File: src/tdcmc_pkg.sv
package tdcmc_pkg;
  // register map, word addressed by index, byte address = 4 * index
  localparam logic [3:0] ADDR_CFG0    = 4'h0;
  localparam logic [3:0] ADDR_CFG1    = 4'h1;
  localparam logic [3:0] ADDR_CFG6    = 4'h2;
  localparam logic [3:0] ADDR_STATUS  = 4'h3;
  localparam logic [3:0] ADDR_CFG0_RB = 4'h4;
  localparam logic [3:0] ADDR_CFG1_RB = 4'h5;

  localparam logic [31:0] CFG0_RST = 32'h0000_0000;
  localparam logic [31:0] CFG1_RST = 32'h5540_0000;
  localparam logic [31:0] CFG6_RST = 32'h0000_0000;

  // register 0 fields
  localparam int R0_SETTLE_LO   = 18;
  localparam int R0_PORT_CNT    = 17;
  localparam int R0_CYCLE_TIME  = 16;
  localparam int R0_DUMMY_CNT   = 15;
  localparam int R0_CLK_SEL     = 14;
  localparam int R0_CALIBRATE   = 13;
  localparam int R0_NO_AUTOCAL  = 12;
  localparam int R0_MODE_TWO    = 11;
  localparam int R0_STOP_B_INV  = 10;
  localparam int R0_STOP_A_INV  = 9;
  localparam int R0_START_INV   = 8;
  // register 1 fields
  localparam int R1_OPB_LO      = 28;
  localparam int R1_OPA_LO      = 24;
  localparam int R1_FAST_INIT   = 23;
  localparam int R1_HITS_B_LO   = 19;
  localparam int R1_HITS_A_LO   = 16;
  localparam int R1_FIRE_START  = 14;
  localparam int R1_SEN_MUX_LO  = 11;
  localparam int R1_FIN_MUX_LO  = 8;
  // register 6 field: top bit of settle delay
  localparam int R6_SETTLE_TOP  = 20;

  // timing at 20 MHz
  localparam int CLK_MHZ        = 20;
  localparam int SETTLE_480_US  = 480;
  localparam int SETTLE_1460_US = 1460;
  localparam int SETTLE_2440_US = 2440;
  localparam int SETTLE_5140_US = 5140;
  localparam int TCYC_SHORT_US  = 128;
  localparam int TCYC_LONG_US   = 512;
  localparam int HS_CYCLE_DIV   = 128;
  localparam int TCYC_SHORT_CYC = TCYC_SHORT_US * CLK_MHZ;
  localparam int TCYC_LONG_CYC  = TCYC_LONG_US * CLK_MHZ;
  localparam int DUMMY_SHORT    = 2;
  localparam int DUMMY_LONG     = 7;
  localparam logic [2:0] MAX_HITS = 3'h4;
  localparam logic [3:0] OP_NONE  = 4'h5;

  typedef enum logic [1:0] {
    TDCMC_IDLE   = 2'b00,
    TDCMC_SETTLE = 2'b01,
    TDCMC_DUMMY  = 2'b11,
    TDCMC_MEAS   = 2'b10
  } tdcmc_state_t;
endpackage

File: src/tdcmc_top.sv
`timescale 1ns/1ps
module tdcmc_top
  import tdcmc_pkg::*;
#(
  parameter int SETTLE_480_CYC  = SETTLE_480_US * CLK_MHZ,
  parameter int SETTLE_1460_CYC = SETTLE_1460_US * CLK_MHZ,
  parameter int SETTLE_2440_CYC = SETTLE_2440_US * CLK_MHZ,
  parameter int SETTLE_5140_CYC = SETTLE_5140_US * CLK_MHZ,
  parameter int TCYC_LONG_P     = TCYC_LONG_CYC
) (
  input  wire logic        clk,
  input  wire logic        rst_n,
  input  wire logic [3:0]  avs_address,
  input  wire logic        avs_read,
  input  wire logic        avs_write,
  input  wire logic [31:0] avs_writedata,
  input  wire logic [3:0]  avs_byteenable,
  output logic [31:0]      avs_readdata,
  output logic             avs_waitrequest,
  input  wire logic        meas_start,
  input  wire logic        meas_done,
  input  wire logic        start_in,
  input  wire logic        stop_a_in,
  input  wire logic        stop_b_in,
  input  wire logic        fire_pulse,
  input  wire logic        clk_32k_tick,
  input  wire logic        clk_4k,
  input  wire logic        clk_32k,
  input  wire logic        comparator_out,
  input  wire logic        stop_enable_delayed,
  input  wire logic        direction_upstream,
  input  wire logic        temp_start,
  input  wire logic        temp_stop,
  input  wire logic        start_enable_pin_i,
  input  wire logic        fire_input_pin_i,
  output logic             start_enable_pin_o,
  output logic             start_enable_pin_oe_n,
  output logic             fire_input_pin_o,
  output logic             fire_input_pin_oe_n,
  output logic             converter_start_signal,
  output logic             stop_a_edge,
  output logic             stop_b_edge,
  output logic             start_enabled,
  output logic             fire_input_int,
  output logic             osc_settled,
  output logic             temp_cycle_tick,
  output logic             temp_dummy_phase,
  output logic [1:0]       temp_port_index,
  output logic             calibrated_results,
  output logic             autocal_request,
  output logic             mode_two_select,
  output logic             fast_init_enable,
  output logic [3:0]       alu_operand_a,
  output logic [3:0]       alu_operand_b,
  output logic             alu_b_minus_a,
  output logic [2:0]       expected_hits_a,
  output logic [2:0]       expected_hits_b
);
  import tdcmc_pkg::*;

  function automatic logic [31:0] merge_be(input logic [31:0] old, input logic [31:0] d,
                                           input logic [3:0] be);
    logic [31:0] r;
    r = old;
    for (int i = 0; i < 4; i++) begin
      if (be[i]) begin
        r[i*8 +: 8] = d[i*8 +: 8];
      end
    end
    return r;
  endfunction

  function automatic logic [2:0] clamp_hits(input logic [2:0] h);
    return (h > MAX_HITS) ? MAX_HITS : h;
  endfunction

  // shadow registers written by software, active copies latched at start
  logic [31:0] cfg0_r, cfg0_nxt, cfg1_r, cfg1_nxt, cfg6_r, cfg6_nxt;
  logic [31:0] act0_r, act0_nxt, act1_r, act1_nxt, act6_r, act6_nxt;
  logic [31:0] rdata_r, rdata_nxt;
  logic        rvalid_r, rvalid_nxt;
  logic        status_bad_r, status_bad_nxt;

  tdcmc_state_t state_r, state_nxt;
  logic [17:0]  cnt_r, cnt_nxt;
  logic [2:0]   dummy_r, dummy_nxt;
  logic [1:0]   port_r, port_nxt;
  logic [6:0]   hsdiv_r, hsdiv_nxt;
  logic         settled_r, settled_nxt;
  logic         tick_r, tick_nxt;
  logic         autocal_r, autocal_nxt;
  logic         sa_d_r, sb_d_r, st_d_r;

  logic        wr_hit, cycle_src, cyc_done;
  logic [2:0]  settle_code;
  logic [17:0] settle_len, cyc_len;
  logic [2:0]  dummy_len;
  logic        start_pol, stop_a_pol, stop_b_pol;

  // bus answers reads one cycle after the request, writes at once
  assign wr_hit = avs_write;
  assign avs_waitrequest = avs_read & ~rvalid_r;

  always_comb begin
    cfg0_nxt = cfg0_r;
    cfg1_nxt = cfg1_r;
    cfg6_nxt = cfg6_r;
    rdata_nxt = rdata_r;
    rvalid_nxt = 1'b0;
    status_bad_nxt = status_bad_r;
    if (wr_hit) begin
      if (avs_address == ADDR_CFG0) begin
        cfg0_nxt = merge_be(cfg0_r, avs_writedata, avs_byteenable);
      end else if (avs_address == ADDR_CFG1) begin
        cfg1_nxt = merge_be(cfg1_r, avs_writedata, avs_byteenable);
        // out-of-range hit counts flagged, clamped on use
        status_bad_nxt = (avs_writedata[R1_HITS_A_LO +: 3] > MAX_HITS) |
                         (avs_writedata[R1_HITS_B_LO +: 3] > MAX_HITS);
      end else if (avs_address == ADDR_CFG6) begin
        cfg6_nxt = merge_be(cfg6_r, avs_writedata, avs_byteenable);
      end
    end
    if (avs_read && !rvalid_r) begin
      rvalid_nxt = 1'b1;
      if (avs_address == ADDR_CFG0_RB) begin
        rdata_nxt = cfg0_r;
      end else if (avs_address == ADDR_CFG1_RB) begin
        rdata_nxt = cfg1_r;
      end else if (avs_address == ADDR_CFG6) begin
        rdata_nxt = cfg6_r;
      end else if (avs_address == ADDR_STATUS) begin
        rdata_nxt = {25'h0, status_bad_r, autocal_r, port_r, settled_r, state_r};
      end else begin
        rdata_nxt = 32'h0000_0000;
      end
    end
  end

  // latch active settings only at measurement start
  always_comb begin
    act0_nxt = act0_r;
    act1_nxt = act1_r;
    act6_nxt = act6_r;
    if (meas_start && state_r == TDCMC_IDLE) begin
      act0_nxt = cfg0_r;
      act1_nxt = cfg1_r;
      act6_nxt = cfg6_r;
    end
  end

  always_comb begin
    // two low bits here, top bit lives in the other register
    settle_code = {act6_r[R6_SETTLE_TOP], act0_r[R0_SETTLE_LO +: 2]};
    if (settle_code == 3'h2) begin
      settle_len = 18'(SETTLE_480_CYC);
    end else if (settle_code == 3'h3) begin
      settle_len = 18'(SETTLE_1460_CYC);
    end else if (settle_code == 3'h4) begin
      settle_len = 18'(SETTLE_2440_CYC);
    end else if (settle_code >= 3'h5) begin
      settle_len = 18'(SETTLE_5140_CYC);
    end else begin
      settle_len = 18'h0_0001;
    end
    cyc_len = act0_r[R0_CYCLE_TIME] ? 18'(TCYC_LONG_P) : 18'(TCYC_SHORT_CYC);
    dummy_len = act0_r[R0_DUMMY_CNT] ? 3'(DUMMY_LONG) : 3'(DUMMY_SHORT);
  end

  // cycle source: 32k tick or 128 fast periods
  assign cycle_src = act0_r[R0_CLK_SEL] ? (hsdiv_r == 7'h7f) : clk_32k_tick;
  assign cyc_done = (cnt_r >= cyc_len - 18'h0_0001) & cycle_src;

  always_comb begin
    state_nxt = state_r;
    cnt_nxt = cnt_r;
    dummy_nxt = dummy_r;
    port_nxt = port_r;
    hsdiv_nxt = 7'(hsdiv_r + 7'h01);
    settled_nxt = settled_r;
    tick_nxt = 1'b0;
    autocal_nxt = 1'b0;
    case (state_r)
      TDCMC_IDLE: begin
        cnt_nxt = '0;
        if (meas_start) begin
          state_nxt = TDCMC_SETTLE;
          settled_nxt = 1'b0;
        end
      end
      TDCMC_SETTLE: begin
        cnt_nxt = 18'(cnt_r + 18'h0_0001);
        if (cnt_r + 18'h0_0001 >= settle_len) begin
          settled_nxt = 1'b1;
          cnt_nxt = '0;
          dummy_nxt = '0;
          state_nxt = TDCMC_DUMMY;
        end
      end
      TDCMC_DUMMY: begin
        cnt_nxt = 18'(cnt_r + 18'h0_0001);
        if (cyc_done) begin
          tick_nxt = 1'b1;
          cnt_nxt = '0;
          dummy_nxt = 3'(dummy_r + 3'h1);
          if (dummy_r + 3'h1 >= dummy_len) begin
            port_nxt = '0;
            state_nxt = TDCMC_MEAS;
          end
        end
      end
      TDCMC_MEAS: begin
        cnt_nxt = 18'(cnt_r + 18'h0_0001);
        if (cyc_done) begin
          tick_nxt = 1'b1;
          cnt_nxt = '0;
          port_nxt = 2'(port_r + 2'h1);
          // two or four ports
          if (port_r == (act0_r[R0_PORT_CNT] ? 2'h3 : 2'h1)) begin
            port_nxt = '0;
          end
        end
        if (meas_done) begin
          state_nxt = TDCMC_IDLE;
          autocal_nxt = ~act0_r[R0_NO_AUTOCAL];
        end
      end
      default: begin
        state_nxt = TDCMC_IDLE;
      end
    endcase
  end

  always_ff @(posedge clk or negedge rst_n) begin
    if (!rst_n) begin
      cfg0_r <= CFG0_RST;
      cfg1_r <= CFG1_RST;
      cfg6_r <= CFG6_RST;
      act0_r <= CFG0_RST;
      act1_r <= CFG1_RST;
      act6_r <= CFG6_RST;
      rdata_r <= '0;
      rvalid_r <= 1'b0;
      status_bad_r <= 1'b0;
      state_r <= TDCMC_IDLE;
      cnt_r <= '0;
      dummy_r <= '0;
      port_r <= '0;
      hsdiv_r <= '0;
      settled_r <= 1'b0;
      tick_r <= 1'b0;
      autocal_r <= 1'b0;
      sa_d_r <= 1'b0;
      sb_d_r <= 1'b0;
      st_d_r <= 1'b0;
    end else begin
      cfg0_r <= cfg0_nxt;
      cfg1_r <= cfg1_nxt;
      cfg6_r <= cfg6_nxt;
      act0_r <= act0_nxt;
      act1_r <= act1_nxt;
      act6_r <= act6_nxt;
      rdata_r <= rdata_nxt;
      rvalid_r <= rvalid_nxt;
      status_bad_r <= status_bad_nxt;
      state_r <= state_nxt;
      cnt_r <= cnt_nxt;
      dummy_r <= dummy_nxt;
      port_r <= port_nxt;
      hsdiv_r <= hsdiv_nxt;
      settled_r <= settled_nxt;
      tick_r <= tick_nxt;
      autocal_r <= autocal_nxt;
      sa_d_r <= stop_a_pol;
      sb_d_r <= stop_b_pol;
      st_d_r <= start_pol;
    end
  end

  assign avs_readdata = rdata_r;
  assign osc_settled = settled_r;
  assign temp_cycle_tick = tick_r;
  assign temp_dummy_phase = (state_r == TDCMC_DUMMY);
  assign temp_port_index = port_r;
  assign autocal_request = autocal_r;

  // polarity: inverted input makes the falling edge active
  assign start_pol  = start_in ^ act0_r[R0_START_INV];
  assign stop_a_pol = stop_a_in ^ act0_r[R0_STOP_A_INV];
  assign stop_b_pol = stop_b_in ^ act0_r[R0_STOP_B_INV];
  assign stop_a_edge = stop_a_pol & ~sa_d_r & (expected_hits_a != 3'h0);
  assign stop_b_edge = stop_b_pol & ~sb_d_r & (expected_hits_b != 3'h0);

  // start-enable pin: any nonzero code forces enable high
  logic [2:0] sen_code, fin_code;
  assign sen_code = act1_r[R1_SEN_MUX_LO +: 3];
  assign fin_code = act1_r[R1_FIN_MUX_LO +: 3];
  assign start_enabled = (sen_code != 3'h0) ? 1'b1 : start_enable_pin_i;
  assign fire_input_int = (fin_code > 3'h1) ? 1'b0 : fire_input_pin_i;

  // fire pulse replaces the external start when selected
  assign converter_start_signal = act1_r[R1_FIRE_START] ? fire_pulse :
                                  (start_pol & ~st_d_r & start_enabled);

  always_comb begin
    start_enable_pin_oe_n = (sen_code == 3'h0);
    case (sen_code)
      3'h1: start_enable_pin_o = converter_start_signal;
      3'h2: start_enable_pin_o = stop_a_pol;
      3'h3: start_enable_pin_o = stop_b_pol;
      3'h4: start_enable_pin_o = temp_stop;
      3'h5: start_enable_pin_o = direction_upstream;
      3'h7: start_enable_pin_o = clk_4k;
      default: start_enable_pin_o = 1'b0;
    endcase
    fire_input_pin_oe_n = (fin_code == 3'h0);
    case (fin_code)
      3'h1: fire_input_pin_o = converter_start_signal;
      3'h2: fire_input_pin_o = stop_a_pol;
      3'h3: fire_input_pin_o = stop_b_pol;
      3'h4: fire_input_pin_o = temp_start;
      3'h5: fire_input_pin_o = stop_enable_delayed;
      3'h6: fire_input_pin_o = comparator_out;
      3'h7: fire_input_pin_o = clk_32k;
      default: fire_input_pin_o = 1'b0;
    endcase
  end

  // uncalibrated only honoured in mode one
  assign mode_two_select = act0_r[R0_MODE_TWO];
  assign calibrated_results = act0_r[R0_CALIBRATE] | mode_two_select;
  assign fast_init_enable = act1_r[R1_FAST_INIT];
  // operand codes passed to the ALU; code 5 in mode one means no action
  assign alu_operand_a = act1_r[R1_OPA_LO +: 4];
  assign alu_operand_b = act1_r[R1_OPB_LO +: 4];
  assign alu_b_minus_a = mode_two_select;
  assign expected_hits_a = clamp_hits(act1_r[R1_HITS_A_LO +: 3]);
  assign expected_hits_b = clamp_hits(act1_r[R1_HITS_B_LO +: 3]);
endmodule

File: config.mk
export PLATFORM = sky130hd
export DESIGN_NAME = tdcmc_top
export DESIGN_NICKNAME = d
export VERILOG_FILES = /design/src/tdcmc_pkg.sv /design/src/tdcmc_top.sv
export SDC_FILE = /design/constraint.sdc
export NUM_CORES = 1
export LEC_CHECK = 0
export BUFFER_PORTS_ARGS = -buffer_cell sky130_fd_sc_hd__clkbuf_2
export CORE_ASPECT_RATIO = 0.6
export CORE_MARGIN = 2
export CORE_UTILIZATION = 58
export DETAILED_ROUTE_END_ITERATION = 10
export GPL_ROUTABILITY_DRIVEN = 0
export PLACE_DENSITY = 0.8
export SYNTH_ARGS = -nofsm -noshare
export SYNTH_HDL_FRONTEND = slang
export SYNTH_SLANG_ARGS = --single-unit
File: constraint.sdc
create_clock -name clk -period 3.55 [get_ports clk]
set_input_delay 0.1775 -clock clk [delete_from_list [all_inputs] [get_ports clk]]
set_output_delay 0.1775 -clock clk [all_outputs]
set_load 0.005 [all_outputs]
==> results.json, run 1 <==
{
  "numCtsBuffers": 19,
  "synthMuxAreaShare_pct": 16.9,
  "skew_ns": 0.0171,
  "hold_depth": 3,
  "grt_max_degree": 86,
  "hold_path.class": "input port to flop",
  "power_density_nw_per_um2": 632,
  "viasPerCell": 5.78,
  "critPathKind": "flop to flop",
  "grt_pass1_vias": 6474,
  "post_cts_buffers": 0,
  "vias": 6586,
  "synth.top_cell.area_share_pct": 52.6,
  "drc": 0,
  "ys_ff_latch": 203,
  "top_usage_layer": "met1",
  "met3_usage_pct": 3.79,
  "die_w_um": 167,
  "cts-root-buf": "clkbuf_16",
  "final_nets": 1005,
  "synth_warnings": 0,
  "grt_overflow": 0,
  "gr-usage-all-layers_pct": 25.4,
  "cap_violations": 0,
  "cts_tree": "done",
  "r2r_start": "cnt_r[0]",
  "cts_sinks": 203,
  "synthCells": 773,
  "start_util_pct": 59.7,
  "outcome": "finished clean",
  "cts_buffer_depth": 3,
  "cp.required_ns": 3.96,
  "grt_use_met1_pct": 40.4,
  "grt_pass1_wl_um": 34400,
  "final-hold-violation-count": 0,
  "dp_hpwl_um": 14300,
  "worstSetupEndpoint": "cnt_r[3]",
  "post-route-min-period_ns": 3.34,
  "dieArea_sq_um": 17000,
  "rows": 35,
  "synth_area_sq_um": 9230,
  "synth_nets": 855,
  "synth_top_family_by_area": "multiplexers",
  "first_pass_iters": 6,
  "post_dp_cell_area_sq_um": 10000,
  "max-slew-margin-rel_pct": 21.7,
  "reg2regPathDepth": 12,
  "synth_largest_area_cell": "dfrtp_1",
  "share_clk_of_total_power_pct": 31.3,
  "arrival_ns": 3.76,
  "leakagePower_nw": 5.42,
  "finalNonFillerCells": 1139,
  "cp_max_fo": 17,
  "synth_xor_area_share_pct": 2.47,
  "io_buffers": 125,
  "fp.dieH_um": 102,
  "p_int_mw": 4.90,
  "core_area_sq_um": 15500,
  "netSwitchingFraction_pct": 29.8,
  "met2_usage_pct": 37.6,
  "seqPwrFrac_pct": 46.3,
  "rr_endpoint": "cnt_r[3]",
  "cts.clk_slew.worst_paths_ns": 0.07,
  "drtAntennaViolNets": 0,
  "synth_cell_types": 60,
  "yosysSeqAreaShare_pct": 55.1,
  "io_pins": 126,
  "async_flop_share_pct": 100,
  "comb_power_share_pct": 22.4,
  "netSwitchingPower_mw": 2.08,
  "synth_area_per_cell_sq_um": 11.9,
  "dpl.cell_count": 1068,
  "cts_max_level": 1,
  "wl_per_cell_um": 18.7,
  "antenna_found_initial": 0,
  "r2r_slack_ns": 0.21,
  "yosys.area_share.simple_pct": 9.66,
  "syn2layout_area_growth_pct": 19.6,
  "start_kind": "flop",
  "finalSetupViolCount": 0,
  "slew_viol_final": 0,
  "drt-initial-drc-count": 618,
  "clock_latency_ns": 0.50,
  "ys.flop_type": "dfrtp_1",
  "diodes": 0,
  "cp-startpoint": "cnt_r[0]",
  "synth_area_leaders": "dfrtp_1 53%, mux2_2 16%, ha_1 3.0%, a222oi_1 2.7%, nand2_1 2.6%",
  "final_area_sq_um": 11000,
  "drive_gt1_share_pct": 35.4,
  "period_share_pct": 94.2,
  "worst_pin_slew_ns": 1.17,
  "max_freq_mhz": 299,
  "worst_setup_path_end_kind": "flop",
  "synthTopCellsByCount": "194 x dfrtp_1, 130 x mux2_2, 64 x nand2_1, 53 x nor2_1, 41 x o21ai_0",
  "peakVddDrop_v": 0.000408,
  "drt_wl_total_um": 21300,
  "yosysMostFrequentCell": "dfrtp_1",
  "synth-compound-area-share_pct": 9.45,
  "synth-adder-area-share_pct": 2.98,
  "synth-edff-count": 0
}
metrics by stage:
| stage | hold WS [ns] | utilization, % | power [mW] | setup slack, ns | TNS, ns |
|---|---|---|---|---|---|
| after detailed placement | 0.275 | 64.7 | 4.76 | 0.210 | 0 |
| after floorplan | -0.118 | - | 4.25 | 0.583 | 0 |
| after global routing | 0.0417 | 71.4 | 7.34 | -0.00759 | -0.00759 |
| after CTS | 0.00864 | 71.4 | 6.97 | 0.0994 | 0 |
| final | 0.0179 | 71.4 | 6.98 | 0.205 | 0 |
| after global placement | 0.272 | 64.7 | 4.70 | 0.294 | 0 |
power groups by stage:
| stage | clock network [mW] | registers, mW | logic, mW |
|---|---|---|---|
| after floorplan | 0 | 3.07 | 1.17 |
| after global placement | 0 | 3.23 | 1.47 |
| after detailed placement | 0 | 3.25 | 1.51 |
| after CTS | 2.20 | 3.22 | 1.56 |
| after global routing | 2.31 | 3.29 | 1.74 |
| final | 2.18 | 3.23 | 1.56 |
layout make-up:
type,instances,area [sq um]
Clock inverter,10,129
Fill cell,1064,4420
Clock buffer,24,534
Sequential cell,203,5090
Inverter,25,93.8
Tap cell,203,254
Multi-Input combinational cell,502,3840
Timing Repair Buffer,172,1090
layer usage:
| layer | share of wire [%] | vias up |
|---|---|---|
| met5 | 0 | - |
| met4 | 1.2 | 0 |
| met3 | 5.2 | 24 |
| met2 | 43 | 194 |
| met1 | 51 | 3283 |
| li1 | - | 3085 |
timing repair:
item,in CTS,in global routing
hold endpoints to repair,173,0
hold buffers,37,0
gates resized for setup,0,3
endpoints found under the setup margin,0,21
how the worst min path moves through the flow:
stage,start,endpoint,slack (ns)
finish,stop_b_in,sb_d_r,0.02
global route,stop_b_in,sb_d_r,0.04
CTS,stop_b_in,sb_d_r,0.009
detailed placement,rst_n,avs_readdata[24],0.28
global placement,rst_n,cfg0_r[25],0.27
floorplan,rst_n,act0_r[10],-0.12
sequential cells by signal (all words and copies together) (netlist names):
name	flops
avs_readdata	32
cfg0_r	32
cfg1_r	32
cfg6_r	32
act1_r	22
cnt_r	18
act0_r	12
hsdiv_r	7
dummy_r	3
state_r	2
temp_port_index	2
act6_r	1
autocal_request	1
osc_settled	1
rvalid_r	1
sa_d_r	1
sb_d_r	1
st_d_r	1
status_bad_r	1
temp_cycle_tick	1
logic make-up after synthesis:
| family | Yosys count |
|---|---|
| AOI/OAI and AO/OA | 127 |
| buffers and inverters | 68 |
| xor gates and xnor gates | 26 |
| DFF | 203 |
| adders and majority gates | 22 |
| muxes | 138 |
| and+or+nand+nor | 189 |
layout by cell type (no fill, tap or decap), types with 4 or more instances in the layout:
| cell type | n |
|---|---|
| a21o_1 | 5 |
| a21oi_1 | 22 |
| a222oi_1 | 25 |
| a31oi_1 | 4 |
| and3_1 | 6 |
| buf_4 | 9 |
| clkbuf_16 | 19 |
| clkbuf_2 | 124 |
| clkbuf_8 | 5 |
| clkinv_2 | 6 |
| dfrtp_1 | 193 |
| dfstp_2 | 9 |
| dlygate4sd3_1 | 37 |
| ha_1 | 21 |
| inv_1 | 25 |
| mux2_2 | 130 |
| mux2i_1 | 7 |
| nand2_1 | 64 |
| nand2_2 | 5 |
| nand2b_1 | 5 |
| nand3_1 | 13 |
| nand4_1 | 5 |
| nor2_1 | 51 |
| nor2b_1 | 8 |
| nor3_1 | 10 |
| o21ai_0 | 41 |
| o21ai_1 | 6 |
| xnor2_1 | 15 |
| xor2_1 | 11 |
critical path: stages, from the launching register on:
cell and delay [ns]:
dfrtp_1 0.44, ha_2 0.29, nand2_2 0.10, nor2_2 0.23, nand2_1 0.11, xor2_1 0.18, inv_1 0.06, ha_1 0.31
a21o_1 0.19, a221oi_1 0.37, o211ai_1 0.21, o41a_4 0.62, nor2_1 0.15
No activity file was read; power rests on OpenSTA's default activity.
==> inputs of run 2 (changes only) <==
CORE_UTILIZATION = 60   (was 58)
CTS_BUF_LIST = sky130_fd_sc_hd__clkbuf_8   (was default)
PLACE_DENSITY = 0.83   (was 0.8)
==> results.json, run 2 (same netlist as run 1, synthesis figures left out) <==
{
  "cp-startpoint": "cnt_r[0]",
  "worstSetupEndpoint": "cnt_r[1]",
  "final.setup.tns_ns": 0,
  "worst_pin_slew_ns": 1.21,
  "r2r_slack_ns": 0.24,
  "start_util_pct": 60.8,
  "worst_setup_path_end_kind": "flop",
  "pre_cts_ws_ns": 0.142,
  "vias": 6676,
  "cts_max_level": 1,
  "cts.clk_slew.worst_paths_ns": 0.07,
  "layout_common_cells": "193 x dfrtp_1, 130 x mux2_2, 124 x clkbuf_2",
  "dieArea_sq_um": 16400,
  "io_pins": 126,
  "power_mw": 6.68,
  "arrival_ns": 3.78,
  "drc": 0,
  "grt_pass1_wl_um": 34600,
  "hold_path.class": "input port to flop",
  "finalSetupViolCount": 0,
  "cp.required_ns": 4.02,
  "core_area_sq_um": 15200,
  "drt_wl_total_um": 21400,
  "drt-initial-drc-count": 598,
  "drtAntennaViolNets": 0,
  "cap_violations": 0,
  "cts_tree": "done",
  "io_buffers": 125,
  "skew_ns": 0.0130,
  "start_kind": "flop",
  "reg2regPathDepth": 12,
  "dpl.cell_count": 1069,
  "cts_buffer_depth": 3,
  "cts_sinks": 203,
  "grt_overflow": 0,
  "leakagePower_nw": 5.44,
  "rsz0062_at_grt": "false",
  "drive_gt1_share_pct": 35.6,
  "power_density_nw_per_um2": 608,
  "post-route-min-period_ns": 3.31,
  "grt_max_degree": 76,
  "clock_latency_ns": 0.55,
  "finalNonFillerCells": 1155,
  "numCtsBuffers": 29,
  "antenna_found_initial": 0,
  "rows": 35,
  "critPathKind": "flop to flop",
  "slew_viol_final": 0,
  "cts-root-buf": "clkbuf_8",
  "peakVddDrop_v": 0.000424,
  "first_pass_iters": 6,
  "wl_per_cell_um": 18.5,
  "outcome": "finished clean",
  "final_nets": 1017,
  "cp_max_fo": 17,
  "dp_hpwl_um": 14500,
  "viasPerCell": 5.78,
  "max-slew-margin-rel_pct": 19.6,
  "layout_commonest_cell": "dfrtp_1",
  "final_area_sq_um": 11000,
  "final-hold-violation-count": 0,
  "fin_util_pct": 72.3,
  "max_freq_mhz": 302,
  "post_dp_cell_area_sq_um": 10000,
  "fp.dieH_um": 100,
  "period_share_pct": 93.3,
  "rr_endpoint": "cnt_r[1]",
  "grt_pass1_vias": 6593,
  "die_w_um": 164,
  "fin_hold_ws_ns": 0.155,
  "fin_ws_ns": 0.240,
  "gr-usage-all-layers_pct": 26.8,
  "diodes": 0,
  "r2r_start": "cnt_r[0]",
  "syn2layout_area_growth_pct": 19.0
}
-- run 2: cell count changes in the layout (fill, tap and decap cells not counted), moves of 5 or more --
cell,before,now
clkbuf_16,19,0
clkbuf_8,5,35
clkinv_2,6,1
inv_1,25,35
-- run 2: how the worst min path moves through the flow --
| stage | start | end | slack, ns | cells past startpoint |
|---|---|---|---|---|
| after detailed placement | rst_n | act0_r[12] | 0.24 | 1 |
| after global placement | rst_n | act0_r[12] | 0.24 | 1 |
| after CTS | avs_byteenable[0] | cfg0_r[7] | 0.13 | 3 |
| final | avs_byteenable[0] | cfg0_r[7] | 0.15 | 3 |
| after floorplan | rst_n | act0_r[10] | -0.12 | 0 |
| after global routing | avs_byteenable[0] | cfg0_r[7] | 0.13 | 3 |
-- run 2: cell type report --
type | instances | area, sq um
Clock buffer | 34 | 468
Clock inverter | 14 | 114
Fill cell | 1002 | 4210
Inverter | 25 | 93.8
Multi-Input combinational cell | 502 | 3860
Sequential cell | 203 | 5090
Tap cell | 203 | 254
Timing Repair Buffer | 174 | 1110
-- run 2: per-layer routing --
metal / share of wire, % / track usage (%) / vias to the layer above
met2: 44 / 40.3 / 226
met5: 0 / 0 / -
met4: 1.4 / 5.94 / 0
met1: 49 / 41.5 / 3329
li1: - / - / 3096
met3: 5.8 / 4.05 / 25
-- run 2: worst max-delay path, stage by stage (launching register included) --
cell	delay (ns)
dfrtp_1	0.46
ha_2	0.32
nand2_2	0.10
nor2_2	0.20
nand2_1	0.09
xor2_1	0.19
inv_1	0.06
ha_1	0.31
a21o_1	0.19
a221oi_2	0.33
o211ai_1	0.21
o41a_4	0.62
nor2b_1	0.15
-- run 2: repair_timing --
item,CTS,global route
hold buffers,38,0
gates resized for setup,0,5
setup buffers,0,0
hold endpoints to repair,174,0
endpoints found under the setup margin,0,22
-- run 2: where the power goes --
group / switching (mW) / internal [mW] / total [mW]
logic: 0.763 / 0.806 / 1.57
clock network: 0.859 / 1.01 / 1.87
registers: 0.432 / 2.81 / 3.24
==> inputs of run 3 (changes only) <==
RECOVER_POWER = 25   (was default)
==> results.json, run 3 (same netlist as run 1, synthesis figures left out) <==
{
  "outcome": "finished, violations left",
  "violations": "max-capacitance violations, max-slew violations",
  "rsz0062_at_grt": "false",
  "netSwitchingPower_mw": 2.05,
  "leakagePower_nw": 5.43,
  "cts.clk_slew.worst_paths_ns": 0.07,
  "critPathKind": "flop to flop",
  "dieArea_sq_um": 16400,
  "arrival_ns": 3.77,
  "cts_buffer_depth": 3,
  "viasPerCell": 5.82,
  "netSwitchingFraction_pct": 30.7,
  "final-hold-violation-count": 0,
  "syn2layout_area_growth_pct": 18.8,
  "skew_ns": 0.0127,
  "post_cts_buffers": 0,
  "grt_overflow": 0,
  "seqPwrFrac_pct": 48.6,
  "io_buffers": 125,
  "drive_gt1_share_pct": 35.5,
  "drc": 0,
  "diodes": 0,
  "pre_cts_ws_ns": 0.142,
  "fin_ws_ns": 0.255,
  "route.top_layer_used": "met4",
  "core_area_sq_um": 15200,
  "cts_sinks": 203,
  "max-slew-margin-rel_pct": -23.1,
  "cts_max_level": 1,
  "start_util_pct": 60.8,
  "comb_power_share_pct": 23.4,
  "final.setup.tns_ns": 0,
  "hold_path.class": "input port to flop",
  "grt_pass1_vias": 6593,
  "peakVddDrop_v": 0.000424,
  "cap_violations": 1,
  "antenna_found_initial": 0,
  "grt_max_degree": 76,
  "io_pins": 126,
  "fp.dieH_um": 100,
  "drt-initial-drc-count": 522,
  "cp.required_ns": 4.02,
  "worst_pin_slew_ns": 1.85,
  "cts-root-buf": "clkbuf_8",
  "clock_latency_ns": 0.55,
  "wl_met2_um": 9440,
  "finalSetupViolCount": 0,
  "drt_wl_total_um": 21400,
  "final_nets": 1017,
  "wl_met1_um": 10400,
  "share_clk_of_total_power_pct": 28.0,
  "wl_met3_um": 1290,
  "power_mw": 6.67,
  "period_share_pct": 92.8,
  "cts_tree": "done",
  "die_w_um": 164,
  "start_kind": "flop",
  "layout_common_cells": "193 x dfrtp_1, 130 x mux2_2, 124 x clkbuf_2",
  "drtAntennaViolNets": 0,
  "max_freq_mhz": 303,
  "gr-usage-all-layers_pct": 26.8,
  "numCtsBuffers": 29,
  "wl_per_cell_um": 18.5,
  "layout_commonest_cell": "dfrtp_1",
  "power_density_nw_per_um2": 608,
  "first_pass_iters": 8,
  "slew_viol_final": 76,
  "post-route-min-period_ns": 3.29,
  "cp_max_fo": 17,
  "grt_pass1_wl_um": 34600,
  "dp_hpwl_um": 14500,
  "p_int_mw": 4.62,
  "vias": 6723,
  "worst_setup_path_end_kind": "flop",
  "rows": 35
}
==> run 3: cell type report <==
type	instances	area (sq um)
Clock buffer	34	468
Clock inverter	14	114
Fill cell	1006	4230
Inverter	25	93.8
Multi-Input combinational cell	502	3860
Sequential cell	203	5090
Tap cell	203	254
Timing Repair Buffer	174	1090
==> run 3: worst max-delay path: stages, from the launching register on <==
cell and delay [ns]:
dfrtp_1 0.46, ha_2 0.31, nand2_2 0.10, nor2_2 0.20, nand2_1 0.09, xor2_1 0.19, inv_1 0.07, ha_1 0.31
a21o_1 0.19, a221oi_2 0.32, o211ai_1 0.21, o41a_4 0.61, nor2b_1 0.15
==> run 3: per-layer routing <==
metal  global-route usage, %  vias to the layer above
li1                        -                     3094
met1                    41.5                     3356
met2                    40.3                      244
met3                    4.05                       29
met4                    5.94                        0
met5                       0                        -
==> run 3: timing repair <==
| action | 4_1_cts | 5_1_grt |
|---|---|---|
| setup endpoints to repair | 0 | 22 |
| hold buffers | 38 | 0 |
| endpoints found under the hold margin | 174 | 0 |
| resized for setup | 0 | 5 |
==> run 3: final timing paths <==
kind | startpoint | to | slack (ns) | depth (start not counted)
worst min-delay path | avs_byteenable[0] | cfg0_r[7] | 0.15 | 3
max in group asynchronous | rst_n | cnt_r[3] | 0.90 | 3
worst min register to register | act0_r[12] | autocal_request | 0.46 | 1
worst max-delay path | cnt_r[0] | cnt_r[1] | 0.26 | 12
min in group asynchronous | rst_n | act0_r[12] | 0.68 | 2
worst max register to register | cnt_r[0] | cnt_r[1] | 0.26 | 12
==> run 3: through the flow <==
step           utilization (%)  hold WS (ns)  cell area, sq um  cells
4_1_cts                   72.2         0.128             11000   1155
3_3_place_gp              65.9         0.238             10000   1069
5_1_grt                   72.2         0.126             11000   1155
3_5_place_dp              65.9         0.238             10000   1069
6_report                  72.2         0.147             11000   1155
2_1_floorplan                -        -0.118              9230    773
==> run 3: power groups by stage <==
stage	logic, mW	clock network [mW]	registers (mW)
after floorplan	1.17	0	3.07
after global placement	1.47	0	3.23
after detailed placement	1.50	0	3.26
after CTS	1.55	1.89	3.23
after global routing	1.74	2.00	3.31
final	1.56	1.87	3.24
